<file path="config.mk">
export PLATFORM = sky130hd
export DESIGN_NAME = graphics_exception_raster_op
export DESIGN_NICKNAME = d
export VERILOG_FILES = /design/src/gfx_exc_pkg.sv /design/src/graphics_exception_raster_op.sv
export SDC_FILE = /design/constraint.sdc
export NUM_CORES = 1
export LEC_CHECK = 0
export BUFFER_PORTS_ARGS = -buffer_cell sky130_fd_sc_hd__buf_4
export CAP_MARGIN = 20
export CORE_UTILIZATION = 40
export DETAILED_ROUTE_END_ITERATION = 8
export HOLD_SLACK_MARGIN = 0.15
export MAX_ROUTING_LAYER = met4
export PLACE_DENSITY = 0.63
export SLEW_MARGIN = 40
export SYNTH_ARGS = -nofsm -noshare
export SYNTH_HDL_FRONTEND = slang
export SYNTH_SLANG_ARGS = --single-unit
</file>
<file path="constraint.sdc">
create_clock -name pclk -period 7.7 [get_ports pclk]
set_input_delay 0.77 -clock pclk [delete_from_list [all_inputs] [get_ports pclk]]
set_output_delay 0.77 -clock pclk [all_outputs]
set_load 0.02 [all_outputs]
</file>
<file path="src/gfx_exc_pkg.sv">
// Purpose: Constants and carriers for the graphics exception and raster unit
// Assumes: APB slave, 32-bit data, word registers at byte address 4*index
// Notes: Summary of operation follows
// Summary of operation
// - Unmasked set status flag raises interrupt
// - No new interrupt until previous acknowledged
// - Status then control read acknowledges, clears unmasked
// - Halted flag survives acknowledge, no repeat interrupt
// - Abort or halt command enters poll state
// - Illegal opcode always enters poll state
// - Six flags enter poll unless poll-masked
// - Poll entry sets exception clear bit
// - Opcode write with clear bit zero restarts
// - Restart clears flags that caused poll
// - Interrupt and poll decided independently
// - Opcode, link low, link high register layout
// - Nondrawing commands steer fetching and context
// - Drawing control sets bitmap attributes and position
// - Only color-mask-enabled bit planes change
// - Raster function applies until redefined
// - Function code is destination/source truth table
// - Block copy ignores colors, texture, pattern
package gfx_exc_pkg;
	localparam int PIX_W     = 8;
	localparam int LINK_HI_W = 6;
	// Register indices; byte address is four times the index
	localparam logic [7:0] IDX_STATUS  = 8'h00;
	localparam logic [7:0] IDX_BIUCTL  = 8'h01;
	localparam logic [7:0] IDX_IMASK   = 8'h02;
	localparam logic [7:0] IDX_PMASK   = 8'h03;
	localparam logic [7:0] IDX_RASTER  = 8'h04;
	localparam logic [7:0] IDX_COLORS  = 8'h05;
	localparam logic [7:0] IDX_TEXTURE = 8'h06;
	localparam logic [7:0] IDX_OPCODE  = 8'h20;
	localparam logic [7:0] IDX_LINKLO  = 8'h22;
	localparam logic [7:0] IDX_LINKHI  = 8'h24;
	// Status flag positions
	localparam int ST_HALTED  = 0;
	localparam int ST_ILLEGAL = 1;
	localparam int ST_SOFT    = 2;
	localparam int ST_PICK    = 3;
	localparam int ST_OVF_A   = 4;
	localparam int ST_OVF_B   = 5;
	localparam int ST_EXC_C   = 6;
	localparam int ST_EXC_D   = 7;
	// Opcode register fields
	localparam int OPC_LSB  = 8;
	localparam int ECLR_BIT = 0;
	// Raster register fields
	localparam int FCODE_LSB = 0;
	localparam int CMASK_LSB = 8;
	localparam int FG_LSB    = 0;
	localparam int BG_LSB    = 8;
	localparam int TRANSP_BIT = 0;
	localparam int PAT_LSB    = 16;
	// Reset values
	localparam logic [7:0]  IMASK_RST  = 8'hff;
	localparam logic [5:0]  PMASK_RST  = 6'h3f;
	localparam logic [3:0]  FCODE_RST  = 4'h5;
	localparam logic [7:0]  CMASK_RST  = 8'hff;
	localparam logic [15:0] PAT_RST    = 16'hffff;
	localparam logic [7:0]  LINK_OPC   = 8'h02;
	localparam logic [31:0] BIUCTL_VAL = 32'h0000_0000;
	typedef enum logic [1:0] {PK_DRAW = 2'h0, PK_BLIT = 2'h1, PK_CHAR = 2'h2} pix_kind_t;
	typedef struct packed {
		logic             valid;
		pix_kind_t        kind;
		logic [PIX_W-1:0] src;
		logic [PIX_W-1:0] dst;
		logic [3:0]       pat_idx;
		logic             glyph_bit;
		logic             char_opaque;
	} pix_req_t;
	typedef struct packed {
		logic             valid;
		logic             we;
		logic [PIX_W-1:0] data;
	} pix_rsp_t;
endpackage : gfx_exc_pkg

</file>
<file path="src/graphics_exception_raster_op.sv">
// Purpose: Interrupt, poll-state and raster logic of the graphics engine
// Assumes: Engine events arrive as one-cycle pulses on pclk
// Notes: APB slave with zero wait states
//
// Chosen here: the APB slave port.
`timescale 1ns/1ps
`default_nettype none
module graphics_exception_raster_op
	import gfx_exc_pkg::*;
(
	input  wire logic                 pclk,
	input  wire logic                 presetn,
	input  wire logic                 psel,
	input  wire logic                 penable,
	input  wire logic                 pwrite,
	input  wire logic [11:0]          paddr,
	input  wire logic [31:0]          pwdata,
	output logic                      pready,
	output logic                      pslverr,
	output logic [31:0]               prdata,
	input  wire logic [7:0]           event_set,
	input  wire logic                 soft_abort,
	input  wire logic                 halt_cmd,
	input  wire pix_req_t             pix_req,
	output pix_rsp_t                  pix_rsp,
	output logic                      irq,
	output logic                      halted,
	output logic                      resume_fetch,
	output logic [7:0]                resume_opcode,
	output logic [15+LINK_HI_W:0]     resume_addr
);
	typedef enum logic [1:0] {RUN = 2'b01, POLL = 2'b10} run_state_t;

	run_state_t              state_q;
	logic [7:0]              status_q;
	logic [7:0]              imask_q;
	logic [5:0]              pmask_q;
	logic [3:0]              fcode_q;
	logic [PIX_W-1:0]        cmask_q;
	logic [PIX_W-1:0]        fg_q;
	logic [PIX_W-1:0]        bg_q;
	logic                    transp_q;
	logic [15:0]             pat_q;
	logic [7:0]              opcode_q;
	logic                    eclr_q;
	logic [15:0]             link_lo_q;
	logic [LINK_HI_W-1:0]    link_hi_q;
	logic [7:0]              cause_q;
	logic                    irq_q;
	logic                    halt_irq_done_q;
	logic                    stat_read_q;
	logic [31:0]             prdata_q;
	pix_rsp_t                pix_q;

	logic                    setup;
	logic                    access;
	logic                    wr;
	logic                    rd;
	logic [7:0]              idx;
	logic                    mapped;
	logic                    ack;
	logic                    restart;
	logic [7:0]              poll_cause;
	logic                    enter_poll;
	logic [7:0]              irq_src;
	logic [7:0]              ack_clear;
	logic [7:0]              restart_clear;
	logic [31:0]             rd_mux;

	assign setup  = psel && !penable;
	assign access = psel && penable;
	assign idx    = paddr[9:2];
	assign wr     = access && pwrite && mapped;
	assign rd     = access && !pwrite && mapped;
	assign pready = access;
	assign pslverr = access && !mapped;
	assign prdata  = prdata_q;

	always_comb
	begin
		unique case (idx)
			IDX_STATUS, IDX_BIUCTL, IDX_IMASK, IDX_PMASK, IDX_RASTER,
			IDX_COLORS, IDX_TEXTURE, IDX_OPCODE, IDX_LINKLO, IDX_LINKHI:
				mapped = (paddr[1:0] == 2'b00) && (paddr[11:10] == 2'b00);
			default:
				mapped = 1'b0;
		endcase
	end

	// Reserved bits read as zero
	always_comb
	begin
		rd_mux = 32'h0000_0000;
		unique case (idx)
			IDX_STATUS:  rd_mux[7:0] = status_q;
			IDX_BIUCTL:  rd_mux = BIUCTL_VAL;
			IDX_IMASK:   rd_mux[7:0] = imask_q;
			IDX_PMASK:   rd_mux[5:0] = pmask_q;
			IDX_RASTER:
			begin
				rd_mux[FCODE_LSB +: 4]     = fcode_q;
				rd_mux[CMASK_LSB +: PIX_W] = cmask_q;
			end
			IDX_COLORS:
			begin
				rd_mux[FG_LSB +: PIX_W] = fg_q;
				rd_mux[BG_LSB +: PIX_W] = bg_q;
			end
			IDX_TEXTURE:
			begin
				rd_mux[TRANSP_BIT]    = transp_q;
				rd_mux[PAT_LSB +: 16] = pat_q;
			end
			IDX_OPCODE:
			begin
				rd_mux[OPC_LSB +: 8] = opcode_q;
				rd_mux[ECLR_BIT]     = eclr_q;
			end
			IDX_LINKLO:  rd_mux[15:0] = link_lo_q;
			IDX_LINKHI:  rd_mux[LINK_HI_W-1:0] = link_hi_q;
			default:     rd_mux = 32'h0000_0000;
		endcase
	end

	// Read data captured in setup so it comes from a flop
	always_ff @(posedge pclk or negedge presetn)
	begin
		if (!presetn)
			prdata_q <= 32'h0000_0000;
		else if (setup)
			prdata_q <= rd_mux;
	end

	// Acknowledge needs both reads, status first
	always_ff @(posedge pclk or negedge presetn)
	begin
		if (!presetn)
			stat_read_q <= 1'b0;
		else if (rd && idx == IDX_STATUS)
			stat_read_q <= 1'b1;
		else if (rd)
			stat_read_q <= 1'b0;
	end
	assign ack = rd && idx == IDX_BIUCTL && stat_read_q;

	// Poll entry causes; illegal opcode ignores every mask
	always_comb
	begin
		poll_cause = 8'h00;
		poll_cause[ST_ILLEGAL] = status_q[ST_ILLEGAL];
		poll_cause[7:2] = status_q[7:2] & ~pmask_q;
	end
	assign enter_poll = (state_q == RUN) && (soft_abort || halt_cmd || (|poll_cause));
	assign restart = wr && idx == IDX_OPCODE && !pwdata[ECLR_BIT] && state_q == POLL;

	always_ff @(posedge pclk or negedge presetn)
	begin
		if (!presetn)
			state_q <= RUN;
		else
			unique case (state_q)
				RUN:  if (enter_poll) state_q <= POLL;
				POLL: if (restart) state_q <= RUN;
			endcase
	end
	assign halted = (state_q == POLL);

	always_ff @(posedge pclk or negedge presetn)
	begin
		if (!presetn)
			cause_q <= 8'h00;
		else if (enter_poll)
			cause_q <= poll_cause | 8'h01;
	end

	// Unmasked flags cleared on acknowledge, halted flag kept
	always_comb
	begin
		ack_clear = ack ? ~imask_q : 8'h00;
		ack_clear[ST_HALTED] = 1'b0;
		restart_clear = restart ? cause_q : 8'h00;
	end

	// Set wins over clear for every flag
	always_ff @(posedge pclk or negedge presetn)
	begin
		if (!presetn)
			status_q <= 8'h00;
		else
		begin
			status_q <= (status_q & ~(ack_clear | restart_clear)) | event_set;
			if (enter_poll)
				status_q[ST_HALTED] <= 1'b1;
		end
	end

	// Halted flag may raise only one interrupt per poll entry
	always_ff @(posedge pclk or negedge presetn)
	begin
		if (!presetn)
			halt_irq_done_q <= 1'b0;
		else if (!status_q[ST_HALTED])
			halt_irq_done_q <= 1'b0;
		else if (ack && !imask_q[ST_HALTED])
			halt_irq_done_q <= 1'b1;
	end

	always_comb
	begin
		irq_src = status_q & ~imask_q;
		irq_src[ST_HALTED] = irq_src[ST_HALTED] && !halt_irq_done_q;
	end

	// Interrupt path has its own mask; poll entry reaches it only through the halted flag
	always_ff @(posedge pclk or negedge presetn)
	begin
		if (!presetn)
			irq_q <= 1'b0;
		else if (ack)
			irq_q <= 1'b0;
		else if (!irq_q && (|irq_src))
			irq_q <= 1'b1;
	end
	assign irq = irq_q;

	always_ff @(posedge pclk or negedge presetn)
	begin
		if (!presetn)
			eclr_q <= 1'b0;
		else if (enter_poll)
			eclr_q <= 1'b1;
		else if (wr && idx == IDX_OPCODE)
			eclr_q <= pwdata[ECLR_BIT];
	end

	always_ff @(posedge pclk or negedge presetn)
	begin
		if (!presetn)
		begin
			opcode_q  <= LINK_OPC;
			link_lo_q <= 16'h0000;
			link_hi_q <= '0;
		end
		else if (wr)
			unique case (idx)
				IDX_OPCODE: opcode_q <= pwdata[OPC_LSB +: 8];
				IDX_LINKLO: link_lo_q <= pwdata[15:0];
				IDX_LINKHI: link_hi_q <= pwdata[LINK_HI_W-1:0];
				default: ;
			endcase
	end

	// Fetch restarts from the written opcode and link address
	always_ff @(posedge pclk or negedge presetn)
	begin
		if (!presetn)
		begin
			resume_fetch  <= 1'b0;
			resume_opcode <= 8'h00;
			resume_addr   <= '0;
		end
		else
		begin
			resume_fetch <= restart;
			if (restart)
			begin
				resume_opcode <= pwdata[OPC_LSB +: 8];
				resume_addr   <= {link_hi_q, link_lo_q};
			end
		end
	end

	// Masks and drawing attributes
	always_ff @(posedge pclk or negedge presetn)
	begin
		if (!presetn)
		begin
			imask_q  <= IMASK_RST;
			pmask_q  <= PMASK_RST;
			fcode_q  <= FCODE_RST;
			cmask_q  <= CMASK_RST;
			fg_q     <= '1;
			bg_q     <= '0;
			transp_q <= 1'b0;
			pat_q    <= PAT_RST;
		end
		else if (wr)
			unique case (idx)
				IDX_IMASK: imask_q <= pwdata[7:0];
				IDX_PMASK: pmask_q <= pwdata[5:0];
				IDX_RASTER:
				begin
					fcode_q <= pwdata[FCODE_LSB +: 4];
					cmask_q <= pwdata[CMASK_LSB +: PIX_W];
				end
				IDX_COLORS:
				begin
					fg_q <= pwdata[FG_LSB +: PIX_W];
					bg_q <= pwdata[BG_LSB +: PIX_W];
				end
				IDX_TEXTURE:
				begin
					transp_q <= pwdata[TRANSP_BIT];
					pat_q    <= pwdata[PAT_LSB +: 16];
				end
				default: ;
			endcase
	end

	// Raster path, one pixel per cycle, attributes assumed set beforehand
	logic [PIX_W-1:0] src_pix;
	logic [PIX_W-1:0] fn_pix;
	logic             fg_sel;
	logic             pix_we;

	always_comb
	begin
		src_pix = pix_req.src;
		fg_sel  = 1'b1;
		pix_we  = pix_req.valid;
		unique case (pix_req.kind)
			PK_DRAW:
			begin
				fg_sel  = pat_q[pix_req.pat_idx];
				src_pix = fg_sel ? fg_q : bg_q;
				pix_we  = pix_req.valid && (fg_sel || !transp_q);
			end
			PK_CHAR:
			begin
				fg_sel  = pix_req.glyph_bit;
				src_pix = fg_sel ? fg_q : bg_q;
				pix_we  = pix_req.valid && (fg_sel || pix_req.char_opaque);
			end
			default: ;
		endcase
	end

	// Code bit 3 is dest0/src0 down to bit 0 for dest1/src1
	for (genvar b = 0; b < PIX_W; b++)
	begin : g_fn
		assign fn_pix[b] = fcode_q[2'd3 - {pix_req.dst[b], src_pix[b]}];
	end

	always_ff @(posedge pclk or negedge presetn)
	begin
		if (!presetn)
			pix_q <= '0;
		else
		begin
			pix_q.valid <= pix_req.valid;
			pix_q.we    <= pix_we;
			pix_q.data  <= (fn_pix & cmask_q) | (pix_req.dst & ~cmask_q);
		end
	end
	assign pix_rsp = pix_q;

	ack_drops_irq_a: assert property (@(posedge pclk) disable iff (!presetn)
		ack |=> !irq)
		else $error("Interrupt stayed high after acknowledge");
	irq_raise_a: assert property (@(posedge pclk) disable iff (!presetn)
		!irq && !ack && (|irq_src) |=> irq)
		else $error("Unmasked flag did not raise interrupt");
	irq_hold_a: assert property (@(posedge pclk) disable iff (!presetn)
		irq && !ack |=> irq)
		else $error("Interrupt dropped without acknowledge");
	halt_kept_a: assert property (@(posedge pclk) disable iff (!presetn)
		ack && status_q[ST_HALTED] && !restart |=> status_q[ST_HALTED])
		else $error("Halted flag cleared by acknowledge");
	poll_enter_a: assert property (@(posedge pclk) disable iff (!presetn)
		!halted && (soft_abort || halt_cmd) |=> halted && status_q[ST_HALTED])
		else $error("Abort or halt did not enter poll");
	illegal_poll_a: assert property (@(posedge pclk) disable iff (!presetn)
		!halted && status_q[ST_ILLEGAL] |=> halted)
		else $error("Illegal opcode did not enter poll");
	mask_poll_a: assert property (@(posedge pclk) disable iff (!presetn)
		!halted && (|(status_q[7:2] & ~pmask_q)) |=> halted)
		else $error("Unmasked exception did not enter poll");
	eclr_set_a: assert property (@(posedge pclk) disable iff (!presetn)
		$rose(halted) |-> eclr_q)
		else $error("Exception clear bit not set on poll entry");
	restart_a: assert property (@(posedge pclk) disable iff (!presetn)
		restart |=> !halted && resume_fetch ##1 !resume_fetch)
		else $error("Restart did not leave poll");
	cause_clr_a: assert property (@(posedge pclk) disable iff (!presetn)
		restart && event_set == 8'h00 |=> (status_q & cause_q) == 8'h00)
		else $error("Poll causes not cleared on restart");
	mask_plane_a: assert property (@(posedge pclk) disable iff (!presetn)
		pix_req.valid |=> ((pix_rsp.data ^ $past(pix_req.dst)) & ~$past(cmask_q)) == '0)
		else $error("Masked bit plane changed");
endmodule : graphics_exception_raster_op
`default_nettype wire

</file>
==> results of run 1 <==
[layout make-up]
type	instances	area (um^2)
well taps	270	338
multi-input cells	493	3540
fillers	1906	9980
flip-flops and latches	184	4670
clock buffers	22	464
clock inverters	9	92.6
repair buffers	168	1270
inverters	20	75.1
[power breakdown]
| part | switching [W] | internal (W) | leakage (nW) |
|---|---|---|---|
| clock | 0.000376 | 0.000465 | 0.269 |
| combinational | 0.0000672 | 0.0000462 | 2.54 |
| sequential | 0.000000822 | 0.000971 | 2.30 |
[through the flow]
step	cells	setup slack (ns)	hold WS [ns]	total power [W]	instance area [um^2]
after floorplan	737	4.81	0.411	0.00102	8430
after global placement	1135	3.66	0.429	0.00110	9880
after detailed placement	1135	3.61	0.467	0.00110	9890
after CTS	1166	4.05	0.303	0.00195	10400
after global routing	1166	3.86	0.325	0.00199	10500
final	1166	4.07	0.293	0.00193	10500
[worst paths after layout]
check,start,endpoint,slack [ns],cells past startpoint
max in group asynchronous,presetn,prdata[17],6.42,2
hold / removal,presetn,resume_opcode[6],0.29,1
setup / recovery,paddr[6],status_q[7],4.07,10
hold reg to reg,prdata[15],prdata[15],0.48,1
min in group pclk,pix_req[24],pix_rsp[9],0.47,1
setup reg to reg,pat_q[7],pix_rsp[6],5.04,6
[kinds of logic after synthesis]
group	count (synthesis)	share of synthesized area
AOI/OAI and AO/OA	136	0.117
buffers and inverters	60	0.0280
DFF	184	0.553
muxes	131	0.179
and+or+nand+nor	226	0.122
[flip-flops by register name, indices dropped and copies added (netlist names), 4 cells and up]
name,cells
bg_q,8
cause_q,8
cmask_q,8
fcode_q,4
fg_q,8
imask_q,8
link_hi_q,6
link_lo_q,16
opcode_q,8
pat_q,16
pix_rsp,10
pmask_q,6
prdata,32
resume_addr,22
resume_opcode,8
status_q,8
[synthesized netlist by cell type, types with 5 or more instances]
cell type	count	share of area
dfrtp_1	134	0.40
nand2b_1	6	0.0045
o31ai_1	15	0.013
inv_1	20	0.0089
dfstp_2	50	0.16
a21o_1	14	0.012
nor3b_1	5	0.0045
mux2_2	98	0.13
mux2i_1	28	0.033
o21ai_0	18	0.011
a21boi_0	8	0.0071
nor2_1	28	0.012
a21oi_1	15	0.0089
clkbuf_1	33	0.015
o21a_1	10	0.0089
a22o_1	25	0.026
a22oi_1	7	0.0062
a221oi_1	9	0.0093
nand2_1	138	0.061
and3_1	8	0.0059
nor3_1	5	0.0030
nor2b_1	10	0.0074
[placed cells by master (no fill, tap or decap), types with 14 or more instances in the layout]
cell	instances
dfstp_2	50
nor2_1	28
clkbuf_16	17
o31ai_1	15
mux2i_1	28
o21ai_0	18
nand2_1	138
a21oi_1	15
mux2_2	98
a22o_1	25
a21o_1	14
buf_4	165
dfrtp_1	134
inv_1	20
[metal layers]
layer | track usage | vias to the layer above | share of wire
met5 | - | - | 0
li1 | - | 2908 | -
met3 | 0.0354 | 17 | 0.051
met2 | 0.351 | 149 | 0.48
met4 | 0.0567 | 0 | 0.011
met1 | 0.302 | 3095 | 0.45
==> qor.yml, run 1 <==
synthCells: 737
setup-violations-final: 0
post-dp-hpwl_um: 16100
end_kind: "flop"
min_path_type: "primary input to async pin"
path_cells: "buf_4, nor4_1, and4b_1, nand4_2, or3_1, buf_4, inv_1, buf_4, nand2_1, a21o_1"
finalMaxSlewViolations: 0
path_max_fanout: 38
grt_max_degree: 68
rsz0062_at_grt: "no"
cts_setup_buffers: 0
worstSetupPathType: "primary input to flop"
core-area_um2: 20400
ir_worst_vdd_v: 0.000132
seq_area_frac_synth: 0.553
grt_usage: 0.223
critical_path.top_delay_family: "simple AND/OR/NAND/NOR gates"
drt_wl_total_um: 22600
drive_gt1_frac: 0.392
drc_errors: 0
outcome: "complete, no violations"
synth-edff-count: 0
async_reset_ff_frac: 1.00
setup_tns_ns: 0
cpPeakStageDelay_ns: 0.67
port_buffers: 160
start_util: 0.413
fin_crit_sh: 0.471
fin_skew_ns: 0.00925
wl_per_cell_um: 19.4
max_cap_viol_count: 0
clockRootBuffer: "clkbuf_16"
drtIter0Drc: 449
grt_pass1_vias: 6284
cts_buffers: 17
area_growth_pct: 23.9
final_nets: 968
cts_tree: "built"
cts.path.max_buffers: 2
antennaDiodeCount: 0
synth_seq_cells: 184
die_h_um: 147
syn_nets: 821
fin_crit_ns: 3.63
htreeDepth: 4
p_per_area_nw_per_um2: 184
antenna_found_initial: 0
cp_common_cell: "buf_4"
synth.avg_cell_area_um2: 11.4
synth.distinct_cells: 49
leakage_nw: 5.12
grt_first_pass_wirelength_um: 35600
viasPerCell: 5.29
path_clk_slew_ns: 0.07
cp.arrival_ns: 3.95
synth-main-ff-cell: "dfrtp_1"
holdBufCountCts: 0
clkSinkCount: 184
die_w_um: 147
tightest_slew_ns: 0.779
critPathSlowestCell: "nor4_1"
num_vias: 6169
antenna_left: 0
insertion_delay_ns: 0.43
die_area_um2: 21700
drt_pass1_iterations: 5
utilization: 0.512
critPathLaunchType: "primary input"
syn_area_um2: 8430
post_cts_resized: 0
cp.required_ns: 8.02
rows: 52
max_clock_freq_ghz: 0.276
ios: 161
finalHoldViolations: 0
gp_congestion: 0.804
yosys_warnings: 0
crit_buf_inv: 4
grt_overflow: 0
relSlewSlack: 0.480
No activity file was read; power rests on OpenSTA's default activity.
==> run 2, diff against run 1 <==
--- a/config.mk
+++ b/config.mk
@@ -11,7 +11,7 @@
 export DETAILED_ROUTE_END_ITERATION = 8
 export HOLD_SLACK_MARGIN = 0.15
 export MAX_ROUTING_LAYER = met4
-export PLACE_DENSITY = 0.63
+export PLACE_DENSITY = 0.65
 export SLEW_MARGIN = 40
 export SYNTH_ARGS = -nofsm -noshare
 export SYNTH_HDL_FRONTEND = slang
==> constraint.sdc (replaced) <==
create_clock -name pclk -period 3.2 [get_ports pclk]
set_input_delay 0.32 -clock pclk [delete_from_list [all_inputs] [get_ports pclk]]
set_output_delay 0.32 -clock pclk [all_outputs]
set_load 0.02 [all_outputs]
==> qor.yml, run 2 (synthesized netlist as in run 1, its figures left out) <==
fin_crit_ns: 2.64
grt_pass1_vias: 6409  # +2.0%
wl_per_cell_um: 18.5  # -4.9%
timing.hold.ws_ns: 0.158  # -0.135 ns
layout_common_cells: "175 x buf_4, 138 x nand2_1, 134 x dfrtp_1"
core-area_um2: 20400  # unchanged
multi_input_area_um2: 3530  # -0.18%
cp.required_ns: 3.51  # -4.51 ns
die_h_um: 147  # unchanged
leakage_nw: 5.33  # +4.2%
port_buffers: 160  # unchanged
critPathLaunchType: "flop"
cts_tree: "built"
crit_cells: 6  # -4
grt_max_degree: 75  # +10%
sw_frac_of_total: 0.232  # +0.00143
final_common_cell: "buf_4"
drt_pass1_iterations: 5  # unchanged
die_w_um: 147  # unchanged
rsz0062_at_grt: "no"
seqCellArea_um2: 4670  # unchanged
cts.path.max_buffers: 2  # unchanged
path_clk_slew_ns: 0.07  # about the same
p_per_area_nw_per_um2: 433  # +130%
cts_setup_buffers: 0  # unchanged
postPlaceCellArea_um2: 9980  # +0.95%
ir_worst_vdd_v: 0.000379  # +190%
setup-violations-final: 0  # unchanged
crit_buf_inv: 0  # -4
drive_gt1_frac: 0.383  # -0.00843
cts_buffers: 17  # unchanged
drtIter0Drc: 444  # -1.1%
worst-r2r-cell-count: 6  # unchanged
p_clk_frac: 0.441  # +0.004
max_clock_freq_ghz: 0.378
clockRootBuffer: "clkbuf_16"
clkSinkCount: 184  # unchanged
end_kind: "flop"
critical_path.top_delay_family: "multiplexers"
fin_skew_ns: 0.0230  # +0.0137 ns
num_vias: 6415  # +4.0%
power.internal_w: 0.00364  # +150%
drt_wl_total_um: 22500  # -0.72%
start_util: 0.413  # unchanged
cp.arrival_ns: 2.96  # -0.99 ns
min_path_type: "primary input to flop"
fin_crit_sh: 0.826
path_max_fanout: 10  # -74%
grt_usage: 0.221  # -0.00256
path_cells: "mux4_1, mux4_2, nor3b_1, nor3_1, mux2_2, o22a_2"
finalHoldViolations: 0  # unchanged
pwr-share-comb: 0.066  # +0.007
relSlewSlack: 0.519  # +0.0395
drc_errors: 0  # unchanged
post_cts_resized: 0  # unchanged
cpPeakStageDelay_ns: 0.65  # -0.02 ns
post-dp-hpwl_um: 16000  # -0.63%
rows: 52  # unchanged
outcome: "complete, no violations"
critPathSlowestCell: "mux4_2"
power.switching_w: 0.00110  # +150%
grt_overflow: 0  # unchanged
dp_slack_ns: 0.438  # -3.17 ns
largest_reg_flops: 32  # unchanged
area_growth_pct: 30.0
nFillCells: 1877  # -1.5%
htreeDepth: 4  # unchanged
gp_congestion: 0.808  # +0.47%
p_seq_frac: 0.493  # -0.011
finalMaxSlewViolations: 0  # unchanged
holdBufCountCts: 40  # +40
worstSetupPathType: "flop to flop"
setup_ws_ns: 0.557  # -3.52 ns
ios: 161  # unchanged
hold_depth: 3
antenna_found_initial: 0  # unchanged
tightest_slew_ns: 0.720  # -0.0592 ns
final_cell_area_um2: 11000  # +4.9%
antennaDiodeCount: 0  # unchanged
max_cap_viol_count: 0  # unchanged
antenna_left: 0  # unchanged
setup_tns_ns: 0  # unchanged
grt_first_pass_wirelength_um: 35700  # +0.37%
viasPerCell: 5.27  # -0.37%
die_area_um2: 21700  # unchanged
insertion_delay_ns: 0.44  # about the same
final_nets: 1018  # +5.2%
-- run 2: path summary, 6_finish.rpt --
check	from	to	slack [ns]
min in group asynchronous	presetn	cause_q[1]	0.47
worst min register to register	cause_q[0]	cause_q[0]	0.44
max in group asynchronous	presetn	cmask_q[6]	1.83
worst max-delay path	pat_q[5]	pix_rsp[6]	0.56
worst min-delay path	pwdata[8]	resume_opcode[0]	0.16
worst max register to register	pat_q[5]	pix_rsp[6]	0.56
-- run 2: layout make-up --
class	count	area share
inverter	20	0.00685
tap	270	0.0308
timing repair buffer	218	0.161
clock inverter	13	0.0135
sequential	184	0.426
clock buffer	19	0.0395
multi-input combinational	493	0.322
-- run 2: through the flow --
step | util | power (W) | cells
floorplan | - | 0.00247 | 737
global placement | 0.488 | 0.00266 | 1145
detailed placement | 0.488 | 0.00266 | 1145
CTS | 0.537 | 0.00479 | 1217
global route | 0.537 | 0.00491 | 1217
finish | 0.537 | 0.00474 | 1217
-- run 2: routing by layer --
layer  global-route usage  part of all wire
met5                    -                 0
met4               0.0588             0.014
met3               0.0339             0.042
met2                0.342              0.48
met1                0.302              0.47
-- run 2: power by group through the flow --
stage	Combinational [W]	Sequential [W]	Clock (W)
after floorplan	0.0000772	0.00239	0
after global placement	0.000279	0.00238	0
after detailed placement	0.000280	0.00238	0
after CTS	0.000320	0.00234	0.00213
after global routing	0.000345	0.00234	0.00223
final	0.000314	0.00234	0.00209
-- run 2: worst min-delay path, delay by kind of cell --
kind	cells	cell delay [ns]
buf+inv	1	0.13
simple gates	2	0.11
